## src/rtl/dsip_consts.vh

```
// constants for the serial input port of the converter control block
// assumes inclusion by bare name from the design files under rtl/
//
// Summary of operation
// - falling serial clock edges shift the data line into a sixteen-bit register
// - frame select is active low; shifting is enabled only while it is low
// - after the sixteenth falling edge the word enters a two-entry buffer, dropped if full, and loads the converter register while conv_ready_i is high
// - frame select rising after one to fifteen edges aborts, with no edges is silent; converter register unchanged
// - reset forces the zero code until a complete valid write arrives
// - three power-down functions are selected through the same serial word
// - converter register holds a twelve-bit code taken from the sixteen-bit word
`ifndef DSIP_CONSTS_VH
`define DSIP_CONSTS_VH

`define DSIP_WORD_BITS 16
`define DSIP_CODE_BITS 12
`define DSIP_CNT_BITS 5
`define DSIP_MODE_LSB 12
`define DSIP_MODE_MSB 13
`define DSIP_CODE_RESET 12'h000
`define DSIP_MODE_NORMAL 2'h0
`define DSIP_MODE_PD1 2'h1
`define DSIP_MODE_PD2 2'h2
`define DSIP_MODE_PD3 2'h3
`define DSIP_WORD_LAST 5'h10
`define DSIP_SYNC_STAGES 3
`define DSIP_PIN_IDLE 3'h6

`endif

```

## src/rtl/dsip_buf2.v

```verilog
// two-entry buffer with valid and ready on both sides
// assumes one clock and an active-low asynchronous reset
`timescale 1ns/100ps
`default_nettype none
module dsip_buf2 #(
    parameter WIDTH = 16
) (
    // clock and reset
    input wire sys_clk_i,
    input wire rst_n_i,
    // filling side
    input wire in_valid_i,
    output wire in_ready_o,
    input wire [WIDTH-1:0] in_data_i,
    // draining side
    output wire out_valid_o,
    input wire out_ready_i,
    output wire [WIDTH-1:0] out_data_o
);
    reg [WIDTH-1:0] mem_r [0:1];
    reg wr_ptr_r;
    reg rd_ptr_r;
    reg [1:0] count_r;
    wire push;
    wire pop;

    // handshake terms
    assign in_ready_o = (count_r != 2'h2);
    assign out_valid_o = (count_r != 2'h0);
    assign out_data_o = mem_r[rd_ptr_r];
    assign push = in_valid_i & in_ready_o;
    assign pop = out_valid_o & out_ready_i;

    // pointers and occupancy
    always @(posedge sys_clk_i or negedge rst_n_i) begin
        if (!rst_n_i) begin
            wr_ptr_r <= 1'b0;
            rd_ptr_r <= 1'b0;
            count_r <= 2'h0;
        end else begin
            if (push)
                wr_ptr_r <= ~wr_ptr_r;
            if (pop)
                rd_ptr_r <= ~rd_ptr_r;
            if (push & ~pop)
                count_r <= count_r + 2'h1;
            else if (pop & ~push)
                count_r <= count_r - 2'h1;
        end
    end

    // storage
    always @(posedge sys_clk_i or negedge rst_n_i) begin
        if (!rst_n_i) begin
            mem_r[0] <= {WIDTH{1'b0}};
            mem_r[1] <= {WIDTH{1'b0}};
        end else if (push) begin
            mem_r[wr_ptr_r] <= in_data_i;
        end
    end
endmodule // dsip_buf2
`default_nettype wire

```

## src/rtl/dsip_serial_port.v

```verilog
// serial input port: frame select, serial clock and data line into a 12-bit converter register
// assumes the link pins are asynchronous to sys_clk_i, serial clock well below a quarter of it
// the converter may stall for two words; a third completed word is dropped
`timescale 1ns/100ps
`default_nettype none
`include "dsip_consts.vh"
module dsip_serial_port #(
    parameter WORD_BITS = `DSIP_WORD_BITS,
    parameter CODE_BITS = `DSIP_CODE_BITS
) (
    // clock and reset
    input wire sys_clk_i,
    input wire rst_n_i,
    // serial link pins
    input wire sync_n_i,
    input wire sclk_i,
    input wire din_i,
    // converter side
    output reg [CODE_BITS-1:0] analog_output_o,
    output reg [1:0] pd_mode_o,
    output reg code_valid_o,
    output wire update_pulse_o,
    output wire abort_pulse_o,
    output wire word_ready_o,
    input wire conv_ready_i
);
    // pin positions inside the sampler vectors
    localparam PIN_DIN = 0;
    localparam PIN_SCLK = 1;
    localparam PIN_SYNC = 2;
    localparam PIN_COUNT = 3;
    // idle pin levels: frame closed, serial clock high, data low
    // stage count and idle levels come from the constants header
    localparam [PIN_COUNT-1:0] PIN_IDLE = `DSIP_PIN_IDLE;
    localparam SYNC_LAST = `DSIP_SYNC_STAGES - 1;

    // frame engine states
    localparam [1:0] ST_IDLE = 2'h0;
    localparam [1:0] ST_SHIFT = 2'h1;
    localparam [1:0] ST_HOLD = 2'h2;

    // raw pins, their filtered levels and last cycle's levels
    wire [PIN_COUNT-1:0] pins_raw;
    wire [PIN_COUNT-1:0] pins_flt;
    wire [PIN_COUNT-1:0] pins_prev;
    wire sync_lvl;
    wire sclk_lvl;
    wire din_lvl;
    wire sclk_fall;
    wire sync_rise;
    wire sync_fall;

    // frame engine state and next values
    reg [1:0] state_r;
    reg [1:0] state_nxt;
    reg [WORD_BITS-1:0] shift_r;
    reg [WORD_BITS-1:0] shift_nxt;
    reg [`DSIP_CNT_BITS-1:0] cnt_r;
    reg [`DSIP_CNT_BITS-1:0] cnt_nxt;
    reg done_r;
    reg done_nxt;
    reg abort_r;
    reg abort_nxt;

    // converter side
    reg upd_r;
    wire word_push;
    wire buf_in_ready;
    wire buf_valid;
    wire [WORD_BITS-1:0] buf_data;
    wire buf_take;
    genvar g;

    // pins gathered in a fixed order
    assign pins_raw[PIN_DIN] = din_i;
    assign pins_raw[PIN_SCLK] = sclk_i;
    assign pins_raw[PIN_SYNC] = sync_n_i;

    // one three-stage sampler per pin; the first stage feeds only the second
    // the serial clock is treated as data, so its half periods must span
    // several system clocks or neighbouring edges merge in the filter
    generate
        for (g = 0; g < PIN_COUNT; g = g + 1) begin : g_pin
            reg [`DSIP_SYNC_STAGES-1:0] sh_r;
            reg lvl_r;
            reg prev_r;
            // sampler chain, reset to the pin's idle level
            always @(posedge sys_clk_i or negedge rst_n_i) begin
                if (!rst_n_i) begin
                    sh_r <= {`DSIP_SYNC_STAGES{PIN_IDLE[g]}};
                end else begin
                    sh_r <= {sh_r[SYNC_LAST-1:0], pins_raw[g]};
                end
            end
            // level moves only once stages two and three agree
            always @(posedge sys_clk_i or negedge rst_n_i) begin
                if (!rst_n_i) begin
                    lvl_r <= PIN_IDLE[g];
                    prev_r <= PIN_IDLE[g];
                end else begin
                    if (sh_r[SYNC_LAST-1] == sh_r[SYNC_LAST])
                        lvl_r <= sh_r[SYNC_LAST];
                    prev_r <= lvl_r;
                end
            end
            assign pins_flt[g] = lvl_r;
            assign pins_prev[g] = prev_r;
        end
    endgenerate

    // filtered levels and the edges the frame engine acts on
    // idle levels at reset keep a false edge from following reset
    assign din_lvl = pins_flt[PIN_DIN];
    assign sclk_lvl = pins_flt[PIN_SCLK];
    assign sync_lvl = pins_flt[PIN_SYNC];
    assign sclk_fall = pins_prev[PIN_SCLK] & ~sclk_lvl;
    assign sync_rise = ~pins_prev[PIN_SYNC] & sync_lvl;
    assign sync_fall = pins_prev[PIN_SYNC] & ~sync_lvl;

    // frame engine: a frame opens on a falling select, shifts sixteen bits,
    // then holds until select rises; a rise after one to fifteen bits is an
    // abort, a rise with no bits at all is silent
    always @* begin
        state_nxt = state_r;
        cnt_nxt = cnt_r;
        shift_nxt = shift_r;
        done_nxt = 1'b0;
        abort_nxt = 1'b0;
        case (state_r)
            ST_IDLE: begin
                // frame closed: counter parked at zero
                cnt_nxt = {`DSIP_CNT_BITS{1'b0}};
                if (sync_fall)
                    state_nxt = ST_SHIFT;
            end
            ST_SHIFT: begin
                if (sync_rise) begin
                    // early rise throws the partial word away
                    state_nxt = ST_IDLE;
                    if (cnt_r != {`DSIP_CNT_BITS{1'b0}})
                        abort_nxt = 1'b1;
                end else if (sclk_fall) begin
                    // data taken on filtered falling clock edges only
                    shift_nxt = {shift_r[WORD_BITS-2:0], din_lvl};
                    cnt_nxt = cnt_r + 5'h01;
                    if (cnt_r == `DSIP_WORD_LAST - 5'h01) begin
                        done_nxt = 1'b1;
                        state_nxt = ST_HOLD;
                    end
                end
            end
            ST_HOLD: begin
                // word complete: later clock edges are ignored
                if (sync_lvl)
                    state_nxt = ST_IDLE;
            end
            default: begin
                state_nxt = ST_IDLE;
            end
        endcase
    end

    // frame engine registers; done and abort are one-cycle strobes
    always @(posedge sys_clk_i or negedge rst_n_i) begin
        if (!rst_n_i) begin
            state_r <= ST_IDLE;
            shift_r <= {WORD_BITS{1'b0}};
            cnt_r <= {`DSIP_CNT_BITS{1'b0}};
            done_r <= 1'b0;
            abort_r <= 1'b0;
        end else begin
            state_r <= state_nxt;
            shift_r <= shift_nxt;
            cnt_r <= cnt_nxt;
            done_r <= done_nxt;
            abort_r <= abort_nxt;
        end
    end

    // the link has no back-pressure, so a full buffer cannot stall the host
    // completed word enters the buffer; stall drops it only when full
    assign word_push = done_r;
    assign word_ready_o = buf_in_ready;

    dsip_buf2 #(
        .WIDTH(WORD_BITS)
    ) u_buf (
        .sys_clk_i(sys_clk_i),
        .rst_n_i(rst_n_i),
        .in_valid_i(word_push),
        .in_ready_o(buf_in_ready),
        .in_data_i(shift_r),
        .out_valid_o(buf_valid),
        .out_ready_i(conv_ready_i),
        .out_data_o(buf_data)
    );

    assign buf_take = buf_valid & conv_ready_i;

    // converter register: zero code until first full word
    // the update pulse marks the first cycle in which the new code shows
    // a word is applied only while conv_ready_i is high
    always @(posedge sys_clk_i or negedge rst_n_i) begin
        if (!rst_n_i) begin
            analog_output_o <= `DSIP_CODE_RESET;
            pd_mode_o <= `DSIP_MODE_NORMAL;
            code_valid_o <= 1'b0;
            upd_r <= 1'b0;
        end else begin
            upd_r <= buf_take;
            if (buf_take) begin
                analog_output_o <= buf_data[CODE_BITS-1:0];
                pd_mode_o <= buf_data[`DSIP_MODE_MSB:`DSIP_MODE_LSB];
                code_valid_o <= 1'b1;
            end
        end
    end

    assign update_pulse_o = upd_r;
    assign abort_pulse_o = abort_r;
endmodule // dsip_serial_port
`default_nettype wire

```

## config.mk

```make
export PLATFORM = sky130hd
export DESIGN_NAME = dsip_serial_port
export DESIGN_NICKNAME = d
export VERILOG_FILES = /design/src/rtl/dsip_buf2.v /design/src/rtl/dsip_serial_port.v
export VERILOG_INCLUDE_DIRS = /design/src /design/src/rtl
export SDC_FILE = /design/constraint.sdc
export NUM_CORES = 1
export LEC_CHECK = 0
export ABC_AREA = 0
export BUFFER_PORTS_ARGS = -buffer_cell sky130_fd_sc_hd__buf_2
export CORE_ASPECT_RATIO = 1.75
export CORE_MARGIN = 1
export CORE_UTILIZATION = 30
export DETAILED_ROUTE_END_ITERATION = 12
export SYNTH_ARGS = -nofsm -noshare
export SYNTH_HDL_FRONTEND = slang
export SYNTH_SLANG_ARGS = --single-unit
```

## constraint.sdc

```tcl
create_clock -name sys_clk_i -period 2.2 [get_ports sys_clk_i]
set_clock_uncertainty 0.15 [all_clocks]
set_input_delay 0.22 -clock sys_clk_i [delete_from_list [all_inputs] [get_ports sys_clk_i]]
set_output_delay 0.22 -clock sys_clk_i [all_outputs]
set_load 0.005 [all_outputs]
```

==> impl_metrics.ini <==
[placed_design]
placed_cell_area_um2 = 3650
port_buffers = 23
gp_congestion = 0.808
dp_cells = 382
dp_hpwl_um = 3780

[sta]
period_share_pct = 80.7
hold_viol_final = 0
tns_ns = 0
period_minus_slack_ns = 1.77
finalSetupViolations = 0
slew_headroom_pct = 60.7
rsz0062_at_grt = false
timing.fmax_mhz = 563
drv_slew = 0
worst-slew-pin-transition_ns = 0.590
hold_slack_ns = 0.173

[finish]
layout.cells.most_common = dfrtp_1
layout_common_cells = dfrtp_1, mux2_2, buf_2, o21ai_0, mux2i_1
register_area_um2 = 2140
antenna_cells = 0
fillCellCount = 1035
area_growth_pct = 18.9
finalNonFillerCells = 402
nets = 277
drive_gt1_share_pct = 36.4
stdcell_area_um2 = 3980
multiInputGateArea_um2 = 1140
finish.utilization_pct = 37.0

[route]
first_pass_iters = 3
final_antenna_net_count = 0
num_vias = 1868
drtIter0Drc = 137
routed_wl_um = 5420
viasPerCell = 4.65
wl_per_cell_um = 13.5
drcViolationCount = 0

[synth]
synth_ff_type = dfrtp_1
synth_adder_area_share_pct = 2.39
yosys.area_share.simple_pct = 6.13
ys_seq_area_share_pct = 63.9
synth_warnings = 0
ys_seq_elements = 85
synth_area_um2 = 3350
yosysTopAreaCellShare_pct = 56.1
yosys-top-cells-area = dfrtp_1, mux2_2, dfstp_2
syn_inst = 230
synth_top_family_by_area = multiplexers
synth_cell_types = 31
synth_xor_area_share_pct = 1.57
synth_top_area_cell = dfrtp_1
async_flop_share_pct = 100
synth_compound_area_share_pct = 3.74
synth_edf_count = 0
postSynthAreaPerCell_um2 = 14.5
synth_nets = 240
synth_mux_area_share_pct = 20.2

[critical_path]
endpoint_kind = flop
critPathSlowestCell = dfrtp_1
regToRegStartpoint = state_r[1]
reg2reg_depth = 4
start_kind = flop
startpoint = state_r[1]
path_cells = nand2b_4 -> nor4b_4 -> buf_12 -> mux2_2
critPathKind = reg -> reg
crit_path_end = shift_r[6]
worstPathRequired_ns = 2.26
cpPeakStageDelay_ns = 0.45
path_depth = 4
arrival_ns = 1.83
cp_max_fo = 18
path_buf_inv = 1
r2r_slack_ns = 0.43
cp_top_family = simple AND/OR/NAND/NOR gates
timing.rr.end = shift_r[6]

[pwr]
p_int_mw = 2.64
clkPwrFrac_pct = 42.3
swShare_pct = 21.9
seq_power_share_pct = 51.7
powerDensity_nw_per_um2 = 849
irDropWorstVdd_uv = 493
p_comb_share_pct = 6.0
p_sw_uw = 738
p_leak_nw = 1.90

[cts]
clkLatencyLatePin_ns = 0.33
cts_tree = yes
cts_max_path_buffers = 2
cts_setup_buffers = 0
cts_resized = 0
numCtsBuffers = 9
cts.sinks = 85
cts_max_level = 3
hold_buffers = 4
clkTransAtPathRegs_ns = 0.06
cts_root_buf = clkbuf_16

[min_path]
min-delay-start = conv_ready_i
hold_class = in -> reg

[floorplan]
die_w_um = 81.8
placementRows = 50
fp.dieH_um = 142
die_area_um2 = 11600
core_area_um2 = 10800
start_util_pct = 31.1
io_pins = 24

[flow_run]
maxCapViolations = 0

[global_routing]
overflow = 0
antenna_found_initial = 0
grt_pass1_wl_um = 9520
grt_pass1_vias = 1918
grt_max_degree = 47
track_usage_pct = 11.1

[run_status]
status = completed
## power groups by stage
stage                     logic [mW]  clock network [mW]  registers [mW]
after floorplan                0.140                   0            1.74
after global placement         0.196                   0            1.77
after detailed placement       0.203                   0            1.77
after CTS                      0.209                1.47            1.75
after global routing           0.229                1.54            1.76
final                          0.204                1.43            1.74
## layer usage
metal	share of wire, %	vias up	GRT usage, %	wire length [µm]
li1	-	870	-	-
met1	41	968	12.6	2200
met2	54	24	18.3	2930
met3	3.1	6	3.28	168
met4	2.1	0	5.54	116
met5	0	-	0	0
## worst min-delay path, delay by kind of cell
| kind | cells | cell delay (ns) |
|---|---|---|
| XOR/XNOR | 1 | 0.07 |
| AO/OA/AOI/OAI | 1 | 0.06 |
| buffers and inverters | 1 | 0.10 |
| adder cells (fa/ha/maj) | 1 | 0.16 |
## logic make-up after synthesis
| kind of cell | count (synthesis) |
|---|---|
| muxes | 60 |
| AOI/OAI and AO/OA | 23 |
| adders and majority gates | 7 |
| DFF | 85 |
| buffers and inverters | 14 |
| xor gates and xnor gates | 6 |
| and+or+nand+nor | 35 |
## synth_stat cells (3+ instances only)
master    number
dfrtp_1       75
mux2_2        36
o21ai_0       19
mux2i_1       18
nand2_1       15
dfstp_2       10
mux2_4         6
clkbuf_1       5
inv_1          5
ha_1           4
xor2_1         4
buf_2          3
maj3_1         3
nand2b_1       3
nor2_1         3
## registers in the layout, summed over array words and instances (netlist names), 2 cells and up
signal / cells
analog_output_o: 12
cnt_r: 5
g_pin.lvl_r: 2
g_pin.prev_r: 2
g_pin.sh_r: 9
pd_mode_o: 2
shift_r: 14
state_r: 2
u_buf.count_r: 2
u_buf.mem_r: 28
## stage by stage
step	power (mW)	worst slack [ns]
CTS	3.43	0.423
floorplan	1.88	0.311
finish	3.38	0.425
global route	3.53	0.379
global placement	1.96	0.478
detailed placement	1.98	0.430
## final cells by class
| class | count | area share (%) |
|---|---|---|
| Clock inverter | 5 | 1.29 |
| Tap cell | 130 | 4.09 |
| Sequential cell | 85 | 53.8 |
| Multi-Input combinational cell | 131 | 28.7 |
| Clock buffer | 11 | 5.85 |
| Timing Repair Buffer | 35 | 5.79 |
| Inverter | 5 | 0.472 |
## worst min path at each step
stage / end / slack, ns / cells after the start
after floorplan: abort_pulse_o / -0.23 / 0
after global placement: analog_output_o[9] / 0.10 / 1
after global routing: u_buf.count_r[0] / 0.18 / 4
after CTS: u_buf.count_r[0] / 0.16 / 4
after detailed placement: analog_output_o[9] / 0.12 / 1
final: u_buf.count_r[0] / 0.17 / 4
(Power assumes the default switching activity.)
